===== src/design/zcl_pkg.sv =====
/*
 * zcl_pkg: shared constants of the zero-cross logic and interrupt block:
 * register byte offsets, field positions, reset values, bus response codes.
 * assumes: a 32-bit AXI4-Lite register bus with byte addressing.
 */
package zcl_pkg;
    // register byte offsets
    localparam logic [7:0] ZCL_OFS_CTRL   = 8'h00; // crossing_control_reg
    localparam logic [7:0] ZCL_OFS_STATUS = 8'h04; // peripheral_irq_flags_three
    localparam logic [7:0] ZCL_OFS_MASK   = 8'h08; // peripheral_irq_enable_three
    localparam logic [7:0] ZCL_OFS_GATE   = 8'h0C; // irq_control_reg
    // crossing_control_reg fields
    localparam int ZCL_BIT_ENABLE = 7; // crossing_detect_enable
    localparam int ZCL_BIT_LEVEL  = 5; // crossing_logic_level, read only
    localparam int ZCL_BIT_INVERT = 4; // crossing_output_invert
    localparam int ZCL_BIT_RISE   = 1; // crossing_rise_irq_enable
    localparam int ZCL_BIT_FALL   = 0; // crossing_fall_irq_enable
    // status and mask field
    localparam int ZCL_BIT_FLAG   = 4; // crossing_irq_flag / crossing_irq_enable
    // irq_control_reg fields
    localparam int ZCL_BIT_GLOBAL = 7; // global_irq_gate
    localparam int ZCL_BIT_PERIPH = 6; // peripheral_irq_gate
    // reset values
    localparam logic ZCL_RST_BIT = 1'b0;
    localparam logic [31:0] ZCL_RST_WORD = 32'h0000_0000;
    // strap is sampled once the strap synchroniser has settled
    localparam logic [1:0] ZCL_STRAP_WAIT = 2'h3;
    // bus responses
    localparam logic [1:0] ZCL_RESP_OKAY   = 2'h0;
    localparam logic [1:0] ZCL_RESP_SLVERR = 2'h2;
endpackage


===== src/design/zcl_edge.sv =====
/*
 * zcl_edge: registers a logic level and flags its rising and falling edges.
 * assumes: level_i is already in the clock_i domain.
 */
`timescale 1ns/1ps
`default_nettype none
module zcl_edge
    import zcl_pkg::*;
(
    input  wire logic clock_i,  // system clock
    input  wire logic arst_n_i, // async reset, active low
    input  wire logic ce_i,     // clock enable
    input  wire logic level_i,  // level to watch
    output logic      level_o,  // registered level
    output logic      rise_o,   // one-cycle pulse on low-to-high
    output logic      fall_o    // one-cycle pulse on high-to-low
);
    // edges compare the new level against the held one
    always_ff @(posedge clock_i or negedge arst_n_i) begin
        if (!arst_n_i) begin
            level_o <= ZCL_RST_BIT;
            rise_o  <= ZCL_RST_BIT;
            fall_o  <= ZCL_RST_BIT;
        end else if (ce_i) begin
            level_o <= level_i;
            rise_o  <= level_i & ~level_o;
            fall_o  <= ~level_i & level_o;
        end
    end
endmodule
`default_nettype wire


===== src/design/zcl_sync.sv =====
/*
 * zcl_sync: two flip-flop synchroniser for pin levels.
 * assumes: inputs are asynchronous levels; the first stage feeds only the second.
 */
`timescale 1ns/1ps
`default_nettype none
module zcl_sync
    import zcl_pkg::*;
#(
    parameter int WIDTH = 1  // number of independent levels
) (
    input  wire logic             clock_i,  // system clock
    input  wire logic             arst_n_i, // async reset, active low
    input  wire logic             ce_i,     // clock enable
    input  wire logic [WIDTH-1:0] async_i,  // raw pin levels
    output logic      [WIDTH-1:0] sync_o    // levels in clock_i domain
);
    logic [WIDTH-1:0] stage1; // metastable stage, read only by sync_o

    // two stages; the first is never looked at by logic
    always_ff @(posedge clock_i or negedge arst_n_i) begin
        if (!arst_n_i) begin
            stage1 <= '0;
            sync_o <= '0;
        end else if (ce_i) begin
            stage1 <= async_i;
            sync_o <= stage1;
        end
    end
endmodule
`default_nettype wire


===== src/design/zcl_top.sv =====
/*
 * zcl_top: digital side of a zero-cross detector with an AXI4-Lite slave.
 * assumes: sense_i high while the analog stage sinks current; pin_*_i come
 * from pin routing logic on clock_i; default_off_cfg_i is a static strap.
 */
// Decided for this implementation: register access over AXI4-Lite and the register addresses.
`timescale 1ns/1ps
`default_nettype none
module zcl_top
    import zcl_pkg::*;
(
    input  wire logic        clock_i,           // 100 MHz system clock
    input  wire logic        arst_n_i,          // async reset, active low
    input  wire logic        ce_i,              // clock enable, freezes all state
    input  wire logic        sense_i,           // comparator: 1 = sinking
    input  wire logic        default_off_cfg_i, // strap, crossing_default_off_cfg
    input  wire logic        sleep_i,           // low-power state, no effect here
    input  wire logic        pin_out_i,         // pin data from pin_select_map
    input  wire logic        pin_oe_i,          // drive from pin_direction_ctrl
    output logic             pin_out_o,         // pin data toward pad
    output logic             pin_oe_o,          // pad output enable
    output logic             pin_analog_o,      // pad forced into source/sink
    output logic             irq_o,             // level interrupt request
    input  wire logic [7:0]  s_axi_awaddr,
    input  wire logic        s_axi_awvalid,
    output logic             s_axi_awready,
    input  wire logic [31:0] s_axi_wdata,
    input  wire logic [3:0]  s_axi_wstrb,
    input  wire logic        s_axi_wvalid,
    output logic             s_axi_wready,
    output logic [1:0]       s_axi_bresp,
    output logic             s_axi_bvalid,
    input  wire logic        s_axi_bready,
    input  wire logic [7:0]  s_axi_araddr,
    input  wire logic        s_axi_arvalid,
    output logic             s_axi_arready,
    output logic [31:0]      s_axi_rdata,
    output logic [1:0]       s_axi_rresp,
    output logic             s_axi_rvalid,
    input  wire logic        s_axi_rready
);
    // control and status state
    logic       detect_enable;  // crossing_detect_enable
    logic       output_invert;  // crossing_output_invert
    logic       rise_en;        // crossing_rise_irq_enable
    logic       fall_en;        // crossing_fall_irq_enable
    logic       irq_flag;       // crossing_irq_flag, sticky
    logic       irq_enable;     // crossing_irq_enable
    logic       periph_gate;    // peripheral_irq_gate
    logic       global_gate;    // global_irq_gate
    logic [1:0] strap_cnt;      // edges since reset release
    // bus state
    logic [7:0] aw_addr;        // captured write address
    logic [7:0] w_data;         // captured low byte of write data
    logic       w_lane0;        // low byte strobe captured
    logic       aw_held;        // address taken, waiting for data
    logic       w_held;         // data taken, waiting for address
    // pin side
    logic [1:0] pins_sync;      // sense and strap after synchroniser
    logic       level;          // crossing_logic_level
    logic       rise;           // rising edge pulse
    logic       fall;           // falling edge pulse

    // sense and strap come from outside the clock domain
    zcl_sync #(.WIDTH(2)) u_sync (
        .clock_i  (clock_i),
        .arst_n_i (arst_n_i),
        .ce_i     (ce_i),
        .async_i  ({default_off_cfg_i, sense_i}),
        .sync_o   (pins_sync)
    );

    // a disabled stage drives no current, so it reads as sourcing; inversion
    // is applied before the edge detectors so polarity steers both edges
    wire sense_s   = pins_sync[0] & detect_enable;
    wire level_raw = sense_s ^ output_invert;

    zcl_edge u_edge (
        .clock_i  (clock_i),
        .arst_n_i (arst_n_i),
        .ce_i     (ce_i),
        .level_i  (level_raw),
        .level_o  (level),
        .rise_o   (rise),
        .fall_o   (fall)
    );

    // write decode
    wire do_write  = aw_held & w_held & ~s_axi_bvalid;
    wire wr_ctrl   = do_write & w_lane0 & (aw_addr == ZCL_OFS_CTRL);
    wire wr_status = do_write & w_lane0 & (aw_addr == ZCL_OFS_STATUS);
    wire wr_mask   = do_write & w_lane0 & (aw_addr == ZCL_OFS_MASK);
    wire wr_gate   = do_write & w_lane0 & (aw_addr == ZCL_OFS_GATE);
    wire wr_hit    = (aw_addr == ZCL_OFS_CTRL) | (aw_addr == ZCL_OFS_STATUS)
                   | (aw_addr == ZCL_OFS_MASK) | (aw_addr == ZCL_OFS_GATE);
    wire aw_take   = s_axi_awvalid & s_axi_awready;
    wire w_take    = s_axi_wvalid & s_axi_wready;
    wire ar_take   = s_axi_arvalid & s_axi_arready;

    // interrupt event sources
    wire invert_chg = wr_ctrl & (w_data[ZCL_BIT_INVERT] != output_invert);
    wire edge_set   = (rise & rise_en) | (fall & fall_en);
    wire flag_set   = edge_set | invert_chg;
    wire flag_clr   = wr_status & w_data[ZCL_BIT_FLAG];
    // set beats clear so an edge in the clearing cycle is kept
    wire next_flag  = (irq_flag & ~flag_clr) | flag_set;
    wire next_irq   = next_flag & irq_enable & periph_gate & global_gate;

    // read mux
    wire [7:0] rd_ctrl = {detect_enable, 1'b0, level, output_invert,
                          2'b00, rise_en, fall_en};
    wire [7:0] rd_byte =
        (s_axi_araddr == ZCL_OFS_CTRL)   ? rd_ctrl :
        (s_axi_araddr == ZCL_OFS_STATUS) ? {3'b000, irq_flag, 4'h0} :
        (s_axi_araddr == ZCL_OFS_MASK)   ? {3'b000, irq_enable, 4'h0} :
        (s_axi_araddr == ZCL_OFS_GATE)   ? {global_gate, periph_gate, 6'h00} :
                                           8'h00;
    wire rd_hit = (s_axi_araddr == ZCL_OFS_CTRL) | (s_axi_araddr == ZCL_OFS_STATUS)
                | (s_axi_araddr == ZCL_OFS_MASK) | (s_axi_araddr == ZCL_OFS_GATE);

    // strap: reset can only load constants, so the enable is loaded from the
    // synchronised strap once it has settled after release
    always_ff @(posedge clock_i or negedge arst_n_i) begin
        if (!arst_n_i) begin
            strap_cnt <= 2'h0;
        end else if (ce_i && strap_cnt != ZCL_STRAP_WAIT) begin
            strap_cnt <= strap_cnt + 2'h1;
        end
    end
    wire strap_load = (strap_cnt == ZCL_STRAP_WAIT - 2'h1);

    // control register
    always_ff @(posedge clock_i or negedge arst_n_i) begin
        if (!arst_n_i) begin
            detect_enable <= ZCL_RST_BIT;
            output_invert <= ZCL_RST_BIT;
            rise_en       <= ZCL_RST_BIT;
            fall_en       <= ZCL_RST_BIT;
        end else if (ce_i) begin
            if (strap_load) begin
                detect_enable <= ~pins_sync[1];
            end
            if (wr_ctrl) begin
                detect_enable <= w_data[ZCL_BIT_ENABLE];
                output_invert <= w_data[ZCL_BIT_INVERT];
                rise_en       <= w_data[ZCL_BIT_RISE];
                fall_en       <= w_data[ZCL_BIT_FALL];
            end
        end
    end

    // flag, mask, gates and the interrupt line; sleep_i gates nothing here
    always_ff @(posedge clock_i or negedge arst_n_i) begin
        if (!arst_n_i) begin
            irq_flag    <= ZCL_RST_BIT;
            irq_enable  <= ZCL_RST_BIT;
            periph_gate <= ZCL_RST_BIT;
            global_gate <= ZCL_RST_BIT;
            irq_o       <= ZCL_RST_BIT;
        end else if (ce_i) begin
            irq_flag <= next_flag;
            irq_o    <= next_irq;
            if (wr_mask) begin
                irq_enable <= w_data[ZCL_BIT_FLAG];
            end
            if (wr_gate) begin
                global_gate <= w_data[ZCL_BIT_GLOBAL];
                periph_gate <= w_data[ZCL_BIT_PERIPH];
            end
        end
    end

    // pad control: forced into source/sink drive while detecting
    always_ff @(posedge clock_i or negedge arst_n_i) begin
        if (!arst_n_i) begin
            pin_analog_o <= ZCL_RST_BIT;
            pin_oe_o     <= ZCL_RST_BIT;
            pin_out_o    <= ZCL_RST_BIT;
        end else if (ce_i) begin
            pin_analog_o <= detect_enable;
            pin_oe_o     <= pin_oe_i & ~detect_enable;
            pin_out_o    <= pin_out_i;
        end
    end

    // write channels: address and data taken in either order, one at a time
    always_ff @(posedge clock_i or negedge arst_n_i) begin
        if (!arst_n_i) begin
            aw_held       <= ZCL_RST_BIT;
            w_held        <= ZCL_RST_BIT;
            aw_addr       <= 8'h00;
            w_data        <= 8'h00;
            w_lane0       <= ZCL_RST_BIT;
            s_axi_awready <= ZCL_RST_BIT;
            s_axi_wready  <= ZCL_RST_BIT;
            s_axi_bvalid  <= ZCL_RST_BIT;
            s_axi_bresp   <= ZCL_RESP_OKAY;
        end else if (ce_i) begin
            if (!aw_held && !s_axi_awready && !s_axi_bvalid) begin
                s_axi_awready <= 1'b1;
            end
            if (!w_held && !s_axi_wready && !s_axi_bvalid) begin
                s_axi_wready <= 1'b1;
            end
            if (aw_take) begin
                aw_held       <= 1'b1;
                aw_addr       <= s_axi_awaddr;
                s_axi_awready <= 1'b0;
            end
            if (w_take) begin
                w_held       <= 1'b1;
                w_data       <= s_axi_wdata[7:0];
                w_lane0      <= s_axi_wstrb[0];
                s_axi_wready <= 1'b0;
            end
            if (do_write) begin
                s_axi_bvalid <= 1'b1;
                s_axi_bresp  <= wr_hit ? ZCL_RESP_OKAY : ZCL_RESP_SLVERR;
            end
            if (s_axi_bvalid && s_axi_bready) begin
                s_axi_bvalid <= 1'b0;
                aw_held      <= 1'b0;
                w_held       <= 1'b0;
            end
        end
    end

    // read channel: one read at a time, data registered on address take
    always_ff @(posedge clock_i or negedge arst_n_i) begin
        if (!arst_n_i) begin
            s_axi_arready <= ZCL_RST_BIT;
            s_axi_rvalid  <= ZCL_RST_BIT;
            s_axi_rdata   <= ZCL_RST_WORD;
            s_axi_rresp   <= ZCL_RESP_OKAY;
        end else if (ce_i) begin
            if (!s_axi_arready && !s_axi_rvalid) begin
                s_axi_arready <= 1'b1;
            end
            if (ar_take) begin
                s_axi_arready <= 1'b0;
                s_axi_rvalid  <= 1'b1;
                s_axi_rdata   <= {24'h00_0000, rd_byte};
                s_axi_rresp   <= rd_hit ? ZCL_RESP_OKAY : ZCL_RESP_SLVERR;
            end
            if (s_axi_rvalid && s_axi_rready) begin
                s_axi_rvalid <= 1'b0;
            end
        end
    end
endmodule
`default_nettype wire


===== config.mk =====
export PLATFORM = sky130hd
export DESIGN_NAME = zcl_top
export DESIGN_NICKNAME = d
export VERILOG_FILES = /design/src/design/zcl_pkg.sv /design/src/design/zcl_edge.sv /design/src/design/zcl_sync.sv /design/src/design/zcl_top.sv
export SDC_FILE = /design/constraint.sdc
export NUM_CORES = 1
export LEC_CHECK = 0
export ABC_AREA = 1
export BUFFER_PORTS_ARGS = -buffer_cell sky130_fd_sc_hd__buf_2
export CORE_MARGIN = 2
export CORE_UTILIZATION = 51
export CTS_CLUSTER_SIZE = 10
export DETAILED_ROUTE_END_ITERATION = 12
export PLACE_DENSITY = 0.93
export SLEW_MARGIN = 10
export SYNTH_ARGS = -nofsm -noshare
export SYNTH_HDL_FRONTEND = slang
export SYNTH_SLANG_ARGS = --single-unit

===== constraint.sdc =====
create_clock -name clock_i -period 2.46 [get_ports clock_i]
set_input_delay 0.246 -clock clock_i [delete_from_list [all_inputs] [get_ports clock_i]]
set_output_delay 0.246 -clock clock_i [all_outputs]
set_load 0.05 [all_outputs]

======== After elaboration in Yosys (flattened, before gate mapping) ========
Cells that the tools add are included.
cells by class
  add/sub/neg operators ................... 1
  equal/unequal tests ..................... 9
  multiplexer cells ....................... 22
  bitwise logic cells ..................... 38
  reductions and logical operators ........ 40
operators by type and width
  kind                                           number
  == test 8 x 4 -> 1 bit, second input constant  4
  2-to-1 mux 8 bit                               4
  AND reduction 2 bit                            15
  AND 1 bit                                      22
  == test 8 x 3 -> 1 bit, second input constant  2
  logical NOT 8 bit                              2
  2-to-1 mux 1 bit                               16
  nonzero test 2 bit                             8
  OR 1 bit                                       9
  logical AND 1 bit                              8
  logical NOT 1 bit                              7
  NOT 1 bit                                      6
  2-to-1 mux 2 bit                               2
  adder 2 x 1 -> 2 bit, second input constant    1
  == test 2 bit, second input constant           1
  != test 2 bit, second input constant           1
  != test 1 bit                                  1
  XOR 1 bit                                      1
storage, ports and cells
  register bits ........................... 57
  logic and storage cells ................. 141

======== Depth between registers and ports, before layout ========
Gate-level depths: netlist of the first run.
  depth after elaboration ................. 11
  gate-level depth with buffers ........... 9
  mapped depth without buffers ............ 9

======== Hierarchy ========
A second synthesis of the first run with hierarchy kept.
unflattened totals
  cells, all modules ...................... 291
  area total of the unflattened synthesis .. 2503.7 um^2
modules (own cells, without submodules)
  module    times used  cells each  area an instance (um^2)
  zcl_top   1           260         2234.6
  zcl_sync  1           17          148.9
  zcl_edge  1           14          120.1

======== Worst setup path after synthesis of the first run ========
OpenSTA, ideal clock, no wires.
  kind .................................... register -> register
  start point ............................. register s_axi_bvalid
  end point ............................... register fall_en
  arrival ................................. 1.267 ns
  setup slack ............................. 1.073 ns
  cell stages (with the launch flop) ...... 7
  buffers on the path ..................... 0
  clock period less this slack ............ 1.387 ns
  cell sequence ........................... dfrtp_1 -> inv_1 -> nand2_1 -> nor2_4 -> nand4_2 -> nand2_1 -> o21ai_1
on the way
  cells in the longest elaborated chain, start to end .. 5
RTL lines
  what                           line            source
  start: declaration             zcl_top.sv:32   output logic s_axi_bvalid,
  start signal: assignment       zcl_top.sv:196  s_axi_bvalid <= ZCL_RST_BIT;
  start signal: assignment       zcl_top.sv:217  s_axi_bvalid <= 1'b1;
  start signal: assignment       zcl_top.sv:221  s_axi_bvalid <= 1'b0;
  NOT 1 bit                      zcl_top.sv:89   wire do_write = aw_held & w_held & ~s_axi_bvalid;
  AND 1 bit                      zcl_top.sv:89
  AND 1 bit (2 in a row)         zcl_top.sv:90   wire wr_ctrl = do_write & w_lane0 & (aw_addr == ZCL_OFS_CTRL);
  AND reduction 2 bit (no line)  n/a
  end signal: assignment         zcl_top.sv:147  fall_en <= w_data[ZCL_BIT_FALL];
  end: declaration               zcl_top.sv:46   logic fall_en;
Every way passes these cells.
A chain may end at the register's enable or synchronous reset.

======== Worst setup path after layout of the first run ========
  start point ............................. input port ce_i
  end point ............................... register strap_cnt[1]
on the way
  cells in the longest elaborated chain, start to end .. 1
RTL lines
  what                    line            source
  start: declaration      zcl_top.sv:14   input wire logic ce_i,
  logical AND 1 bit       zcl_top.sv:126  end else if (ce_i && strap_cnt != ZCL_STRAP_WAIT) begin
  end signal: assignment  zcl_top.sv:127  strap_cnt <= strap_cnt + 2'h1;
  end: declaration        zcl_top.sv:51   logic [1:0] strap_cnt;
Every way passes these cells.

==> impl_table.tex, run 1 <==
\begin{tabular}{lr}
\hline
Metric & Value \\
\hline
\multicolumn{2}{l}{\textbf{Outcome}} \\
\quad Status & completed \\
\multicolumn{2}{l}{\textbf{Global routing}} \\
\quad GR Util All Layers & 0.187 \\
\quad Via count of the first global-routing pass & 1864 \\
\quad Wire length of the first global-routing pass & between 7 and 8 mm \\
\quad Maximum number of pins on one net before global-route repair & 51 \\
\quad Initial antenna violation count & 0 \\
\quad Total grt overflow & 0 \\
\multicolumn{2}{l}{\textbf{Power}} \\
\quad Leakage & approximately 1.5 nW \\
\quad Ratio of total power to cell area & 979 nW/um\^{}2 \\
\quad VDD IR max & 0.000393 V \\
\multicolumn{2}{l}{\textbf{Die}} \\
\quad Core Area & $\sim$4700 sq um \\
\quad Die boundary width & between 70 and 80 microns \\
\quad Die Ht & $\sim$73 microns \\
\quad Placement row count & 25 \\
\quad Total I/O pin count & between 100 and 150 \\
\quad Overall die area & 5400 sq um \\
\quad Initial Utilization & 0.525 \\
\multicolumn{2}{l}{\textbf{Clock tree}} \\
\quad Clock slew at reported path FFs & roughly 0.090 ns \\
\quad CTS sink count & 50 \\
\quad Post-CTS resize count & 0 \\
\quad CTS tree & done \\
\quad Number of buffers inserted during clock tree synthesis & 5 \\
\quad Post-CTS setup-driven buffer insertion count & 0 \\
\quad H-tree Lvls & 2 \\
\quad Cell chosen for the clock root & sky130\_fd\_sc\_hd\_\_clkbuf\_8 \\
\quad Clock latency on the worst-skew pair & 0.30 ns \\
\quad Number of buffers inserted by hold repair at cts & 0 \\
\quad Clock Path Buffers & 2 \\
\multicolumn{2}{l}{\textbf{Place}} \\
\quad Buffers on Ports & 50 \\
\quad DP Wirelength & approximately 3.3 mm \\
\quad Global placement routability congestion & 0.798 \\
\multicolumn{2}{l}{\textbf{Layout}} \\
\quad Number of diodes & 0 \\
\quad Utilization after layout & 0.585 \\
\quad Fraction of final layout cells sized beyond drive strength 1 & 0.215 \\
\quad NumNets Final & 410 \\
\quad Layout-stage area growth over the synthesis result & 11.4\% \\
\multicolumn{2}{l}{\textbf{Worst setup path}} \\
\quad Worst path depth & 4 \\
\quad CP Cell Sequence & buf\_2, inv\_1, or2\_2, o21ai\_0 \\
\quad Startpoint of the worst-slack reg-to-reg timing path & aw\_addr[7]\$\_DFFE\_PN0P\_ \\
\quad Class of the most critical setup path & input pin to flop \\
\quad Last element of the critical path & strap\_cnt[1]\$\_DFFE\_PN0P\_ \\
\quad Kind of end point of the critical path & flop \\
\quad CP arrival & about 1.6 ns \\
\quad Longest individual stage delay on the worst path & between 0.4 and 0.5 ns \\
\quad Reg-to-reg critical path endpoint & output\_invert\$\_DFFE\_PN0P\_ \\
\quad CP max-delay cell & sky130\_fd\_sc\_hd\_\_or2\_2 \\
\quad Number of buffers and inverters on the critical path & 2 \\
\quad Setup crit start & ce\_i \\
\quad Reg2Reg Depth & 6 \\
\quad Launching element type of the critical path & input pin \\
\quad Setup slack on the worst flop-to-flop path & roughly 1.2 ns \\
\quad Maximum net fanout on the critical path & 20 \\
\quad Worst Path Required & around 2.7 ns \\
\quad Cell type group with the largest total delay on the critical path & buffers and inverters \\
\multicolumn{2}{l}{\textbf{Synth}} \\
\quad Fraction of the mapped netlist area in adder cells & 0.0102 \\
\quad Total standard cell area after synthesis & roughly 2500 sq um \\
\quad Main flop type after synthesis & sky130\_fd\_sc\_hd\_\_dfrtp\_1 \\
\quad List of most frequent post-synthesis cells & 91 x sky130\_fd\_sc\_hd\_\_nand2\_1, 50 x sky130\_fd\_sc\_hd\_\_dfrtp\_1, 30 x sky130\_fd\_sc\_hd\_\_buf\_4, 30 x sky130\_fd\_sc\_hd\_\_inv\_1, 19 x sky130\_fd\_sc\_hd\_\_o21ai\_0 \\
\quad Synth Warn \# & 0 \\
\quad Multiplexer share of the synthesized area & 0 \\
\quad Seq cells post-synth & 50 \\
\quad Synthesized netlist cell count & 291 \\
\quad Compound-gate portion of the synthesized area & 0.0747 \\
\quad Number of enable-type register cells in the synthesized netlist & 0 \\
\quad Cell variety after synth & 29 \\
\quad Async SR Flop Fraction & 1.00 \\
\quad Top cell type by total area after synthesis & sky130\_fd\_sc\_hd\_\_dfrtp\_1 \\
\quad Mapped Avg Cell Area & about 8.5 sq um \\
\quad Part of the Yosys area used for sequential elements & 0.508 \\
\quad Cell with the most instances after synthesis & sky130\_fd\_sc\_hd\_\_nand2\_1 \\
\quad Simple-Gate Fraction of Synth Area & 0.253 \\
\quad Dominant combinational cell family by area after synthesis & simple AND/OR/NAND/NOR gates \\
\quad Cell types occupying the most area after synthesis & sky130\_fd\_sc\_hd\_\_dfrtp\_1 51\%, sky130\_fd\_sc\_hd\_\_nand2\_1 14\%, sky130\_fd\_sc\_hd\_\_buf\_4 9.2\% \\
\quad Fraction of post-synthesis cell area in the top cell type by area & 0.508 \\
\quad Synthesized-area fraction occupied by xor and xnor cells & 0.00712 \\
\multicolumn{2}{l}{\textbf{STA}} \\
\quad Total count of hold-check failures in the final report & 0 \\
\quad Max Clk Rate & roughly 0.73 GHz \\
\quad Transition time at the pin with the least slew margin & 0.621 ns \\
\quad Unrepaired setup endpoints after global routing & false \\
\quad Worst rel slew slack & 0.586 \\
\quad Share of the clock period used by the worst path & 0.556 \\
\quad Clock period minus final worst setup slack & about 1.4 ns \\
\quad Final-report max-slew violation count & 0 \\
\quad Final setup violation count & 0 \\
\quad Final-layout setup total negative slack & 0 ns \\
\quad Final setup skew & roughly 0.009 ns \\
\multicolumn{2}{l}{\textbf{Route}} \\
\quad Total Routed Length & 4.62 mm \\
\quad First-pass DRT Iterations & 4 \\
\quad Number of DRC violations after detailed routing & 0 \\
\quad DRC violation total after the first TritonRoute iteration & roughly 140 \\
\quad Detail Route Antenna Nets & 0 \\
\quad Average wire per cell in the routed design & around 12 microns \\
\quad Total vias in the final route & between 1500 and 2000 \\
\quad Vias/cell & 4.76 \\
\multicolumn{2}{l}{\textbf{Worst hold path}} \\
\quad Min-delay worst type & input pin to async pin \\
\multicolumn{2}{l}{\textbf{Run}} \\
\quad Number of maximum-capacitance constraint violations & 0 \\
\hline
\end{tabular}
[sequential cells by signal, indices dropped and copies added (netlist names), 2 cells and up]
name	cells
aw_addr	8
s_axi_rdata	6
strap_cnt	2
u_sync.stage1	2
u_sync.sync_o	2
w_data	5
[cell usage in the layout (no fill, tap or decap), types with 2 or more instances in the layout]
| master | count |
|---|---|
| sky130_fd_sc_hd__nand4_1 | 3 |
| sky130_fd_sc_hd__o31ai_1 | 2 |
| sky130_fd_sc_hd__nor2_4 | 2 |
| sky130_fd_sc_hd__nand2_2 | 3 |
| sky130_fd_sc_hd__nand3_1 | 15 |
| sky130_fd_sc_hd__buf_2 | 50 |
| sky130_fd_sc_hd__a22o_1 | 2 |
| sky130_fd_sc_hd__o21ai_0 | 19 |
| sky130_fd_sc_hd__clkbuf_8 | 6 |
| sky130_fd_sc_hd__conb_1 | 28 |
| sky130_fd_sc_hd__xor2_1 | 2 |
| sky130_fd_sc_hd__dfrtp_1 | 50 |
| sky130_fd_sc_hd__nand2_1 | 91 |
| sky130_fd_sc_hd__ha_1 | 2 |
| sky130_fd_sc_hd__nor2_1 | 14 |
| sky130_fd_sc_hd__o21ai_1 | 4 |
| sky130_fd_sc_hd__nand3_2 | 2 |
| sky130_fd_sc_hd__nor2_2 | 2 |
| sky130_fd_sc_hd__inv_1 | 30 |
| sky130_fd_sc_hd__a21oi_1 | 4 |
| sky130_fd_sc_hd__nor3_1 | 2 |
[per-stage QoR]
step / power (mW) / setup slack [ns] / instances / cell area [sq um] / hold WS, ns
2_1_floorplan: 2.01 / 1.07 / 318 / 2560 / -0.0496
3_3_place_gp: 2.16 / 0.805 / 390 / 2650 / 0.382
3_5_place_dp: 2.21 / 0.783 / 390 / 2650 / 0.389
4_1_cts: 2.71 / 1.07 / 398 / 2740 / 0.0650
5_1_grt: 2.86 / 0.992 / 398 / 2740 / 0.0946
6_report: 2.69 / 1.09 / 398 / 2740 / 0.0361
[power by group]
part	internal, mW	leakage, nW	total [mW]	switching, mW
clock	0.226	0.0472	0.493	0.267
combinational	0.256	0.817	0.934	0.678
sequential	1.07	0.628	1.26	0.190
[logic make-up (layout without fill, tap and decap cells)]
family                     after synthesis  after routing
AOI/OAI and AO/OA                       33             33
other                                    1             28
xor gates and xnor gates                 2              2
and+or+nand+nor                        139            139
DFF                                     50             50
buffers and inverters                   64             90
adders and majority gates                2              2
[layer usage]
layer,GRT usage,wire (microns),share of wire
met1,0.223,2060,0.45
met2,0.329,2280,0.49
met3,0.0494,235,0.051
met4,0.0545,42,0.0091
met5,0,0,0
[worst min path at each step]
| stage | depth (start not counted) | from | slack, ns | endpoint |
|---|---|---|---|---|
| floorplan | 0 | arst_n_i | -0.05 | aw_addr[0]$_DFFE_PN0P_ |
| global placement | 2 | arst_n_i | 0.38 | s_axi_wready$_DFFE_PN0P_ |
| detailed placement | 2 | arst_n_i | 0.39 | s_axi_bvalid$_DFFE_PN0P_ |
| CTS | 2 | arst_n_i | 0.07 | output_invert$_DFFE_PN0P_ |
| global route | 2 | arst_n_i | 0.09 | output_invert$_DFFE_PN0P_ |
| finish | 2 | arst_n_i | 0.04 | s_axi_rresp[1]$_DFFE_PN0P_ |
[final cells by class]
cell class	count	area, sq um
tap	54	67.6
multi-input combinational	204	955
sequential	50	1250
clock inverter	2	12.5
fill	400	1950
clock buffer	6	82.6
timing repair buffer	51	258
inverter	31	116
(Power assumes the default switching activity.)
==> inputs of run 2 (changes only) <==
--- a/config.mk
+++ b/config.mk
@@ -8,10 +8,10 @@
 export ABC_AREA = 1
 export BUFFER_PORTS_ARGS = -buffer_cell sky130_fd_sc_hd__buf_2
 export CORE_MARGIN = 2
-export CORE_UTILIZATION = 51
+export CORE_UTILIZATION = 42
 export CTS_CLUSTER_SIZE = 10
 export DETAILED_ROUTE_END_ITERATION = 12
-export PLACE_DENSITY = 0.93
+export PLACE_DENSITY = 0.82
 export SLEW_MARGIN = 10
 export SYNTH_ARGS = -nofsm -noshare
 export SYNTH_HDL_FRONTEND = slang
==> constraint.sdc (replaced) <==
create_clock -name clock_i -period 1.1 [get_ports clock_i]
set_input_delay 0.11 -clock clock_i [delete_from_list [all_inputs] [get_ports clock_i]]
set_output_delay 0.11 -clock clock_i [all_outputs]
set_load 0.05 [all_outputs]
==> impl_table.tex, run 2 (same netlist as run 1, synthesis figures left out) <==
\begin{tabular}{lr}
\hline
Metric & Value \\
\hline
\multicolumn{2}{l}{\textbf{Outcome}} \\
\quad Status & finished, violations left (was completed) \\
\quad Violations in the final reports & setup timing \\
\multicolumn{2}{l}{\textbf{Power}} \\
\quad VDD IR max & 0.000973 V (was 0.000393 V) \\
\quad Combinational Power Share & 0.419 (was 0.348) \\
\quad Flop pwr share & 0.422 (was 0.469) \\
\quad Ratio of total power to cell area & 2170 nW/um\^{}2 (was 979 nW/um\^{}2) \\
\quad Switching fraction of total power & 0.411 (was 0.423) \\
\quad Fraction of power consumed by the clock network & 0.159 (was 0.184) \\
\quad Internal power consumption & 3.93 mW (was 1.55 mW) \\
\quad Leakage & 1.61 nW (was 1.49 nW) \\
\quad Overall power after layout & 6.67 mW (was 2.69 mW) \\
\quad Psw & 2.74 mW (was 1.14 mW) \\
\multicolumn{2}{l}{\textbf{Place}} \\
\quad Number of placed cells counting well taps & 428 (was 390) \\
\quad Global placement routability congestion & 0.830 (was 0.798) \\
\quad DP Wirelength & 3.79 mm (was 3.29 mm) \\
\quad Buffers on Ports & 50 (unchanged) \\
\multicolumn{2}{l}{\textbf{STA}} \\
\quad Clock period minus final worst setup slack & between 1 and 1.5 ns \\
\quad Fin worst setup slack & -0.188 ns (was 1.09 ns) \\
\quad Final setup skew & 0.00431 ns (was 0.00902 ns) \\
\quad Max Clk Rate & between 0.7 and 0.8 GHz \\
\quad Share of the clock period used by the worst path & 1.17 \\
\quad Unrepaired setup endpoints after global routing & true (was false) \\
\quad Final-report max-slew violation count & 0 (unchanged) \\
\quad Final-layout setup total negative slack & -1.22 ns (was 0 ns) \\
\quad Total count of hold-check failures in the final report & 0 (unchanged) \\
\quad Final setup violation count & 9 (was 0) \\
\multicolumn{2}{l}{\textbf{Global routing}} \\
\quad Via count of the first global-routing pass & 1888 (was 1864) \\
\quad Initial antenna violation count & 0 (unchanged) \\
\quad GR Util All Layers & 0.165 (was 0.187) \\
\quad Wire length of the first global-routing pass & 8.14 mm (was 7.80 mm) \\
\quad Maximum number of pins on one net before global-route repair & 51 (unchanged) \\
\quad Total grt overflow & 0 (unchanged) \\
\multicolumn{2}{l}{\textbf{Route}} \\
\quad First-pass DRT Iterations & 4 (unchanged) \\
\quad Number of DRC violations after detailed routing & 0 (unchanged) \\
\quad Total Routed Length & 5.17 mm (was 4.62 mm) \\
\quad Detail Route Antenna Nets & 0 (unchanged) \\
\quad DRC violation total after the first TritonRoute iteration & 123 (was 136) \\
\quad Vias/cell & 4.55 (was 4.76) \\
\quad Total vias in the final route & 2010 (was 1894) \\
\quad Average wire per cell in the routed design & 11.7 microns (was 11.6 microns) \\
\multicolumn{2}{l}{\textbf{Layout}} \\
\quad Finished Layout Cells & 442 (was 398) \\
\quad Layout-stage area growth over the synthesis result & 24.8\% (was 11.4\%) \\
\quad Fraction of final layout cells sized beyond drive strength 1 & 0.314 (was 0.215) \\
\quad Reg area & 1260 sq um (was 1250 sq um) \\
\quad Number of diodes & 0 (unchanged) \\
\quad Number of filler instances in the final layout & 528 (was 400) \\
\quad Total area of multi-input combinational cells & 1020 sq um (was 955 sq um) \\
\quad Largest register FFs & 8 (unchanged) \\
\quad Highest-count cells in the layout ignoring fill and taps & 86 x sky130\_fd\_sc\_hd\_\_nand2\_1, 48 x sky130\_fd\_sc\_hd\_\_buf\_2, 46 x sky130\_fd\_sc\_hd\_\_dfrtp\_1, 28 x sky130\_fd\_sc\_hd\_\_conb\_1, 27 x sky130\_fd\_sc\_hd\_\_inv\_1 (was 91 x sky130\_fd\_sc\_hd\_\_nand2\_1, 50 x sky130\_fd\_sc\_hd\_\_dfrtp\_1, 50 x sky130\_fd\_sc\_hd\_\_buf\_2, 30 x sky130\_fd\_sc\_hd\_\_inv\_1, 28 x sky130\_fd\_sc\_hd\_\_conb\_1) \\
\quad NumNets Final & 437 (was 410) \\
\quad Utilization after layout & 0.551 (was 0.585) \\
\quad Top flop regs & aw\_addr x8, s\_axi\_rdata x6, w\_data x5 (unchanged) \\
\quad Most frequent standard cell in the layout excluding fill and tap cells & sky130\_fd\_sc\_hd\_\_nand2\_1 (unchanged) \\
\quad Largest register by flop count & aw\_addr (unchanged) \\
\multicolumn{2}{l}{\textbf{Die}} \\
\quad Die Ht & 80.6 microns (was 73.5 microns) \\
\quad Core Area & 5570 sq um (was 4690 sq um) \\
\quad Overall die area & 6490 sq um (was 5400 sq um) \\
\quad Initial Utilization & 0.442 (was 0.525) \\
\quad Placement row count & 27 (was 25) \\
\quad Total I/O pin count & 110 (unchanged) \\
\quad Die boundary width & 80.6 microns (was 73.5 microns) \\
\multicolumn{2}{l}{\textbf{Worst setup path}} \\
\quad Launching element type of the critical path & flop (was input pin) \\
\quad Class of the most critical setup path & flop to flop (was input pin to flop) \\
\quad CP arrival & 1.48 ns (was 1.58 ns) \\
\quad Maximum net fanout on the critical path & 3 (was 20) \\
\quad Kind of end point of the critical path & flop (unchanged) \\
\quad Worst Path Required & 1.29 ns (was 2.67 ns) \\
\multicolumn{2}{l}{\textbf{Clock tree}} \\
\quad Number of buffers inserted during clock tree synthesis & 5 (unchanged) \\
\quad Clock Path Buffers & 2 (unchanged) \\
\quad Clock latency on the worst-skew pair & 0.30 ns (about the same) \\
\quad H-tree Lvls & 2 (unchanged) \\
\quad CTS tree & done (unchanged) \\
\quad Clock slew at reported path FFs & 0.08 ns (was 0.09 ns) \\
\quad Cell chosen for the clock root & sky130\_fd\_sc\_hd\_\_clkbuf\_8 (unchanged) \\
\quad CTS sink count & 50 (unchanged) \\
\multicolumn{2}{l}{\textbf{Run}} \\
\quad Number of maximum-capacitance constraint violations & 0 (unchanged) \\
\multicolumn{2}{l}{\textbf{Worst hold path}} \\
\quad Min-delay worst type & input pin to flop (was input pin to async pin) \\
\hline
\end{tabular}
==> run 2: cell types whose count changed in the layout (fill, tap and decap cells not counted), moves of 4 or more <==
cell,before,now
sky130_fd_sc_hd__buf_4,1,22
sky130_fd_sc_hd__dfrtp_1,50,46
sky130_fd_sc_hd__dfrtp_2,0,4
sky130_fd_sc_hd__dlygate4sd3_1,0,4
sky130_fd_sc_hd__nand2_1,91,86
sky130_fd_sc_hd__nand2_2,3,8
sky130_fd_sc_hd__nand3_1,15,10
sky130_fd_sc_hd__nand3_2,2,7
==> run 2: final timing paths <==
path	startpoint	to	slack, ns	depth (start not counted)
max in group asynchronous	arst_n_i	s_axi_arready$_DFFE_PN0P_	0.54	3
hold reg to reg	u_sync.stage1[1]$_DFFE_PN0P_	u_sync.stage1[1]$_DFFE_PN0P_	0.48	2
min in group asynchronous	arst_n_i	w_lane0$_DFFE_PN0P_	0.32	3
setup reg to reg	aw_addr[2]$_DFFE_PN0P_	irq_enable$_DFFE_PN0P_	-0.19	5
hold / removal	s_axi_awaddr[5]	aw_addr[5]$_DFFE_PN0P_	0.002	3
setup / recovery	aw_addr[2]$_DFFE_PN0P_	irq_enable$_DFFE_PN0P_	-0.19	5
==> run 2: stage by stage <==
| stage | hold WS, ns | area, sq um | setup slack (ns) |
|---|---|---|---|
| detailed placement | 0.120 | 2850 | -0.155 |
| global placement | 0.119 | 2850 | -0.132 |
| global route | 0.00513 | 3070 | -0.303 |
| CTS | 0.000244 | 3020 | -0.163 |
| floorplan | -0.186 | 2580 | -0.165 |
| finish | 0.00196 | 3070 | -0.188 |
==> run 2: area by class of cell <==
class	instances	share of cell area
multi-input cells	204	0.332
clock buffers	7	0.0281
repair inverters	1	0.00244
inverters	31	0.0391
well taps	72	0.0293
flip-flops and latches	50	0.409
repair buffers	77	0.160
==> run 2: repair_timing <==
item / CTS / global route
resized for setup: 10 / 16
hold endpoints to repair: 53 / 0
hold buffers: 4 / 0
pin swaps: 5 / 9
cloned: 0 / 1
endpoints found under the setup margin: 13 / 16
buffers inserted: 1 / 2
==> run 2: power by group through the flow <==
stage	sequential, mW	clock, mW	combinational, mW
floorplan	3.24	0	1.31
CTS	2.79	1.09	2.70
global route	2.87	1.15	3.05
finish	2.81	1.06	2.79
detailed placement	2.82	0	2.55
global placement	2.78	0	2.48
==> run 2: layer usage <==
layer / wire (microns) / GRT usage / vias to the layer above
li1: - / - / 1017
met1: 2230 / 0.202 / 932
met2: 2580 / 0.284 / 54
met3: 276 / 0.0303 / 7
met4: 79 / 0.0661 / 0
met5: 0 / 0 / -
==> run 2: critical path, cell delays in order (launching register included) <==
cell and delay (ns):
sky130_fd_sc_hd__dfrtp_1 0.41, sky130_fd_sc_hd__buf_4 0.16, sky130_fd_sc_hd__nor3_1 0.29, sky130_fd_sc_hd__nand3_1 0.16
sky130_fd_sc_hd__nor2_1 0.11, sky130_fd_sc_hd__a21oi_1 0.05
==> inputs of run 3 (changes only) <==
--- a/config.mk
+++ b/config.mk
@@ -8,11 +8,12 @@
 export ABC_AREA = 1
 export BUFFER_PORTS_ARGS = -buffer_cell sky130_fd_sc_hd__buf_2
 export CORE_MARGIN = 2
-export CORE_UTILIZATION = 42
+export CORE_UTILIZATION = 43
 export CTS_CLUSTER_SIZE = 10
 export DETAILED_ROUTE_END_ITERATION = 12
-export PLACE_DENSITY = 0.82
+export PLACE_DENSITY = 0.84
 export SLEW_MARGIN = 10
 export SYNTH_ARGS = -nofsm -noshare
 export SYNTH_HDL_FRONTEND = slang
+export SYNTH_HIERARCHICAL = 1
 export SYNTH_SLANG_ARGS = --single-unit
==> impl_table.tex, run 3 <==
\begin{tabular}{lr}
\hline
Metric & Value \\
\hline
\multicolumn{2}{l}{\textbf{Outcome}} \\
\quad Status & finished, violations left (unchanged) \\
\quad Violations in the final reports & setup timing (unchanged) \\
\multicolumn{2}{l}{\textbf{Layout}} \\
\quad Largest register by flop count & aw\_addr (unchanged) \\
\quad Finished Layout Cells & 442 (unchanged) \\
\quad Most frequent standard cell in the layout excluding fill and tap cells & sky130\_fd\_sc\_hd\_\_nand2\_1 (unchanged) \\
\quad Top flop regs & aw\_addr x8, s\_axi\_rdata x6, w\_data x5 (unchanged) \\
\quad Design Area, Final & 3130 sq um (was 3070 sq um) \\
\quad NumNets Final & 436 (was 437) \\
\quad Layout-stage area growth over the synthesis result & 25.0\% (was 24.8\%) \\
\quad Number of diodes & 0 (unchanged) \\
\quad Largest register FFs & 8 (unchanged) \\
\quad Utilization after layout & 0.562 (was 0.551) \\
\quad Fraction of final layout cells sized beyond drive strength 1 & 0.303 (was 0.314) \\
\quad Highest-count cells in the layout ignoring fill and taps & 91 x sky130\_fd\_sc\_hd\_\_nand2\_1, 46 x sky130\_fd\_sc\_hd\_\_buf\_2, 45 x sky130\_fd\_sc\_hd\_\_dfrtp\_1, 28 x sky130\_fd\_sc\_hd\_\_conb\_1, 24 x sky130\_fd\_sc\_hd\_\_inv\_1 (was 86 x sky130\_fd\_sc\_hd\_\_nand2\_1, 48 x sky130\_fd\_sc\_hd\_\_buf\_2, 46 x sky130\_fd\_sc\_hd\_\_dfrtp\_1, 28 x sky130\_fd\_sc\_hd\_\_conb\_1, 27 x sky130\_fd\_sc\_hd\_\_inv\_1) \\
\multicolumn{2}{l}{\textbf{Place}} \\
\quad Global placement routability congestion & 0.773 (was 0.830) \\
\quad DP Wirelength & 3.79 mm (about the same) \\
\quad Pre-CTS WS & -0.190 ns (was -0.155 ns) \\
\quad Buffers on Ports & 50 (unchanged) \\
\quad Number of placed cells counting well taps & 426 (was 428) \\
\quad Instance area at placement & 2870 sq um (was 2850 sq um) \\
\multicolumn{2}{l}{\textbf{Route}} \\
\quad Total Routed Length & 5.10 mm (was 5.17 mm) \\
\quad Average wire per cell in the routed design & 11.5 microns (was 11.7 microns) \\
\quad Number of DRC violations after detailed routing & 0 (unchanged) \\
\quad Vias/cell & 4.54 (was 4.55) \\
\quad DRC violation total after the first TritonRoute iteration & 88 (was 123) \\
\quad First-pass DRT Iterations & 4 (unchanged) \\
\quad Detail Route Antenna Nets & 0 (unchanged) \\
\quad Total vias in the final route & 2007 (was 2010) \\
\multicolumn{2}{l}{\textbf{Synth}} \\
\quad Async SR Flop Fraction & 1.00 (unchanged) \\
\quad Synthesized-area fraction occupied by xor and xnor cells & 0.0105 (was 0.00712) \\
\quad Number of enable-type register cells in the synthesized netlist & 0 (unchanged) \\
\quad Synthesized netlist cell count & 291 (unchanged) \\
\quad Fraction of post-synthesis cell area in the top cell type by area & 0.500 (was 0.508) \\
\quad Top cell type by total area after synthesis & sky130\_fd\_sc\_hd\_\_dfrtp\_1 (unchanged) \\
\quad Simple-Gate Fraction of Synth Area & 0.256 (was 0.253) \\
\quad Multiplexer share of the synthesized area & 0 (unchanged) \\
\quad Fraction of the mapped netlist area in adder cells & 0.0100 (was 0.0102) \\
\quad Part of the Yosys area used for sequential elements & 0.500 (was 0.508) \\
\quad Dominant combinational cell family by area after synthesis & simple AND/OR/NAND/NOR gates (unchanged) \\
\quad Cell with the most instances after synthesis & sky130\_fd\_sc\_hd\_\_nand2\_1 (unchanged) \\
\quad Cell types occupying the most area after synthesis & sky130\_fd\_sc\_hd\_\_dfrtp\_1 50\%, sky130\_fd\_sc\_hd\_\_nand2\_1 14\%, sky130\_fd\_sc\_hd\_\_buf\_4 8.7\% (was sky130\_fd\_sc\_hd\_\_dfrtp\_1 51\%, sky130\_fd\_sc\_hd\_\_nand2\_1 14\%, sky130\_fd\_sc\_hd\_\_buf\_4 9.2\%) \\
\quad Main flop type after synthesis & sky130\_fd\_sc\_hd\_\_dfrtp\_1 (unchanged) \\
\quad Total standard cell area after synthesis & 2500 sq um (was 2460 sq um) \\
\quad Mapped Avg Cell Area & 8.60 sq um (was 8.46 sq um) \\
\quad Cell variety after synth & 29 (unchanged) \\
\quad Compound-gate portion of the synthesized area & 0.0780 (was 0.0747) \\
\quad List of most frequent post-synthesis cells & 92 x sky130\_fd\_sc\_hd\_\_nand2\_1, 50 x sky130\_fd\_sc\_hd\_\_dfrtp\_1, 29 x sky130\_fd\_sc\_hd\_\_buf\_4 (was 91 x sky130\_fd\_sc\_hd\_\_nand2\_1, 50 x sky130\_fd\_sc\_hd\_\_dfrtp\_1, 30 x sky130\_fd\_sc\_hd\_\_buf\_4, 30 x sky130\_fd\_sc\_hd\_\_inv\_1, 19 x sky130\_fd\_sc\_hd\_\_o21ai\_0) \\
\quad Synth Warn \# & 6 (was 0) \\
\quad Seq cells post-synth & 50 (unchanged) \\
\multicolumn{2}{l}{\textbf{Worst setup path}} \\
\quad Setup slack on the worst flop-to-flop path & -0.20 ns (was -0.19 ns) \\
\quad Last element of the critical path & detect\_enable\$\_DFFE\_PN0P\_ (was irq\_enable\$\_DFFE\_PN0P\_) \\
\quad Maximum net fanout on the critical path & 7 (was 3) \\
\quad CP arrival & 1.49 ns (was 1.48 ns) \\
\quad Launching element type of the critical path & flop (unchanged) \\
\quad Reg2Reg Depth & 6 (was 5) \\
\quad Startpoint of the worst-slack reg-to-reg timing path & aw\_addr[5]\$\_DFFE\_PN0P\_ (was aw\_addr[2]\$\_DFFE\_PN0P\_) \\
\quad Longest individual stage delay on the worst path & 0.40 ns (was 0.41 ns) \\
\quad Kind of end point of the critical path & flop (unchanged) \\
\quad CP max-delay cell & sky130\_fd\_sc\_hd\_\_dfrtp\_1 (unchanged) \\
\quad Worst Path Required & 1.29 ns (about the same) \\
\quad Reg-to-reg critical path endpoint & detect\_enable\$\_DFFE\_PN0P\_ (was irq\_enable\$\_DFFE\_PN0P\_) \\
\quad Class of the most critical setup path & flop to flop (unchanged) \\
\quad CP Cell Sequence & nor2\_2, nand2\_4, nor2\_4, nand4\_4, o211ai\_2, nand2\_1 (was buf\_4, nor3\_1, nand3\_1, nor2\_1, a21oi\_1) \\
\quad Setup crit start & aw\_addr[5]\$\_DFFE\_PN0P\_ (was aw\_addr[2]\$\_DFFE\_PN0P\_) \\
\multicolumn{2}{l}{\textbf{Global routing}} \\
\quad Initial antenna violation count & 0 (unchanged) \\
\quad Via count of the first global-routing pass & 1901 (was 1888) \\
\quad Wire length of the first global-routing pass & 8.10 mm (was 8.14 mm) \\
\quad Total grt overflow & 0 (unchanged) \\
\quad GR Util All Layers & 0.166 (was 0.165) \\
\quad Maximum number of pins on one net before global-route repair & 51 (unchanged) \\
\multicolumn{2}{l}{\textbf{STA}} \\
\quad Final-layout setup total negative slack & -1.53 ns (was -1.22 ns) \\
\quad Share of the clock period used by the worst path & 1.18 (was 1.17) \\
\quad Final-report max-slew violation count & 0 (unchanged) \\
\quad Total count of hold-check failures in the final report & 0 (unchanged) \\
\quad Max Clk Rate & 0.771 GHz (was 0.776 GHz) \\
\quad Unrepaired setup endpoints after global routing & true (unchanged) \\
\quad Min Hold Slack & 0.000113 ns (was 0.00196 ns) \\
\quad Final setup skew & 0.00259 ns (was 0.00431 ns) \\
\quad Final setup violation count & 11 (was 9) \\
\quad Fin worst setup slack & -0.197 ns (was -0.188 ns) \\
\quad Clock period minus final worst setup slack & 1.30 ns (was 1.29 ns) \\
\multicolumn{2}{l}{\textbf{Run}} \\
\quad Number of maximum-capacitance constraint violations & 0 (unchanged) \\
\multicolumn{2}{l}{\textbf{Die}} \\
\quad Placement row count & 27 (unchanged) \\
\quad Die boundary width & 80.3 microns (was 80.6 microns) \\
\quad Overall die area & 6450 sq um (was 6490 sq um) \\
\quad Die Ht & 80.3 microns (was 80.6 microns) \\
\quad Initial Utilization & 0.449 (was 0.442) \\
\quad Total I/O pin count & 110 (unchanged) \\
\quad Core Area & 5570 sq um (unchanged) \\
\multicolumn{2}{l}{\textbf{Clock tree}} \\
\quad Clock slew at reported path FFs & 0.08 ns (about the same) \\
\quad CTS sink count & 50 (unchanged) \\
\quad Number of buffers inserted during clock tree synthesis & 5 (unchanged) \\
\quad Clock Path Buffers & 2 (unchanged) \\
\quad CTS tree & done (unchanged) \\
\quad Cell chosen for the clock root & sky130\_fd\_sc\_hd\_\_clkbuf\_8 (unchanged) \\
\quad H-tree Lvls & 2 (unchanged) \\
\quad Clock latency on the worst-skew pair & 0.30 ns (about the same) \\
\multicolumn{2}{l}{\textbf{Worst hold path}} \\
\quad Min-delay worst type & input pin to flop (unchanged) \\
\quad Min-Delay Path Depth & 3 (unchanged) \\
\multicolumn{2}{l}{\textbf{Power}} \\
\quad VDD IR max & 0.00111 V (was 0.000973 V) \\
\quad Leakage & 1.65 nW (was 1.61 nW) \\
\quad Overall power after layout & 7.05 mW (was 6.67 mW) \\
\quad Ratio of total power to cell area & 2250 nW/um\^{}2 (was 2170 nW/um\^{}2) \\
\hline
\end{tabular}
==> run 3: cell types whose count changed in the layout (fill, tap and decap cells not counted), moves of 4 or more <==
| cell | before | now |
|---|---|---|
| sky130_fd_sc_hd__buf_4 | 22 | 15 |
| sky130_fd_sc_hd__nand3_1 | 10 | 14 |
| sky130_fd_sc_hd__nand2_2 | 8 | 3 |
| sky130_fd_sc_hd__o21ai_0 | 16 | 12 |
| sky130_fd_sc_hd__nand2_1 | 86 | 91 |
| sky130_fd_sc_hd__nand3_2 | 7 | 2 |
==> run 3: timing repair <==
item	in CTS	in global routing
endpoints found under the setup margin	12	17
setup buffers	0	1
hold buffers	7	0
endpoints found under the hold margin	56	0
resized for setup	8	16
cloned	0	0
pin swaps	4	5
==> run 3: area by class of cell <==
class                   count  area (sq um)
clock buffers               8           110
fillers                   494          2440
inverters                  29           109
repair buffers             76           513
well taps                  72          90.1
multi-input cells         207          1050
flip-flops and latches     50          1260
==> run 3: cell families (layout without fill, tap and decap cells) <==
logic type,count (synthesis),after routing
other,1,28
adders and majority gates,2,2
AOI/OAI and AO/OA,33,33
buffers and inverters,61,113
and+or+nand+nor,141,141
xor gates and xnor gates,3,3
DFF,50,50
==> run 3: worst min-delay path by stage <==
stage	from	to	slack (ns)
2_1_floorplan	arst_n_i	aw_addr[0]$_DFFE_PN0P_	-0.19
3_5_place_dp	arst_n_i	pin_out_o$_DFFE_PN0P_	0.12
6_report	s_axi_awaddr[6]	aw_addr[6]$_DFFE_PN0P_	0.0001
5_1_grt	s_axi_awaddr[6]	aw_addr[6]$_DFFE_PN0P_	0.01
4_1_cts	s_axi_awaddr[6]	aw_addr[6]$_DFFE_PN0P_	0.0003
3_3_place_gp	arst_n_i	pin_analog_o$_DFFE_PN0P_	0.12
==> run 3: report_power, final <==
part | leakage [nW] | switching [mW] | internal, mW | total [mW]
Combinational | 0.972 | 1.89 | 1.05 | 2.94
Sequential | 0.625 | 0.455 | 2.43 | 2.89
Clock | 0.0575 | 0.581 | 0.635 | 1.22
Total | 1.65 | 2.93 | 4.12 | 7.05
==> run 3: critical path, delay by kind of cell (launching register included) <==
kind / cells / cell delay (ns)
AO/OA/AOI/OAI: 1 / 0.11
flip-flops: 1 / 0.40
AND/OR/NAND/NOR: 5 / 0.68
==> run 3: metal layers <==
layer,global-route usage,vias to the layer above,part of all wire
li1,-,1014,-
met1,0.192,914,0.44
met2,0.283,66,0.48
met3,0.0483,13,0.053
met4,0.0763,0,0.032
met5,0,-,0
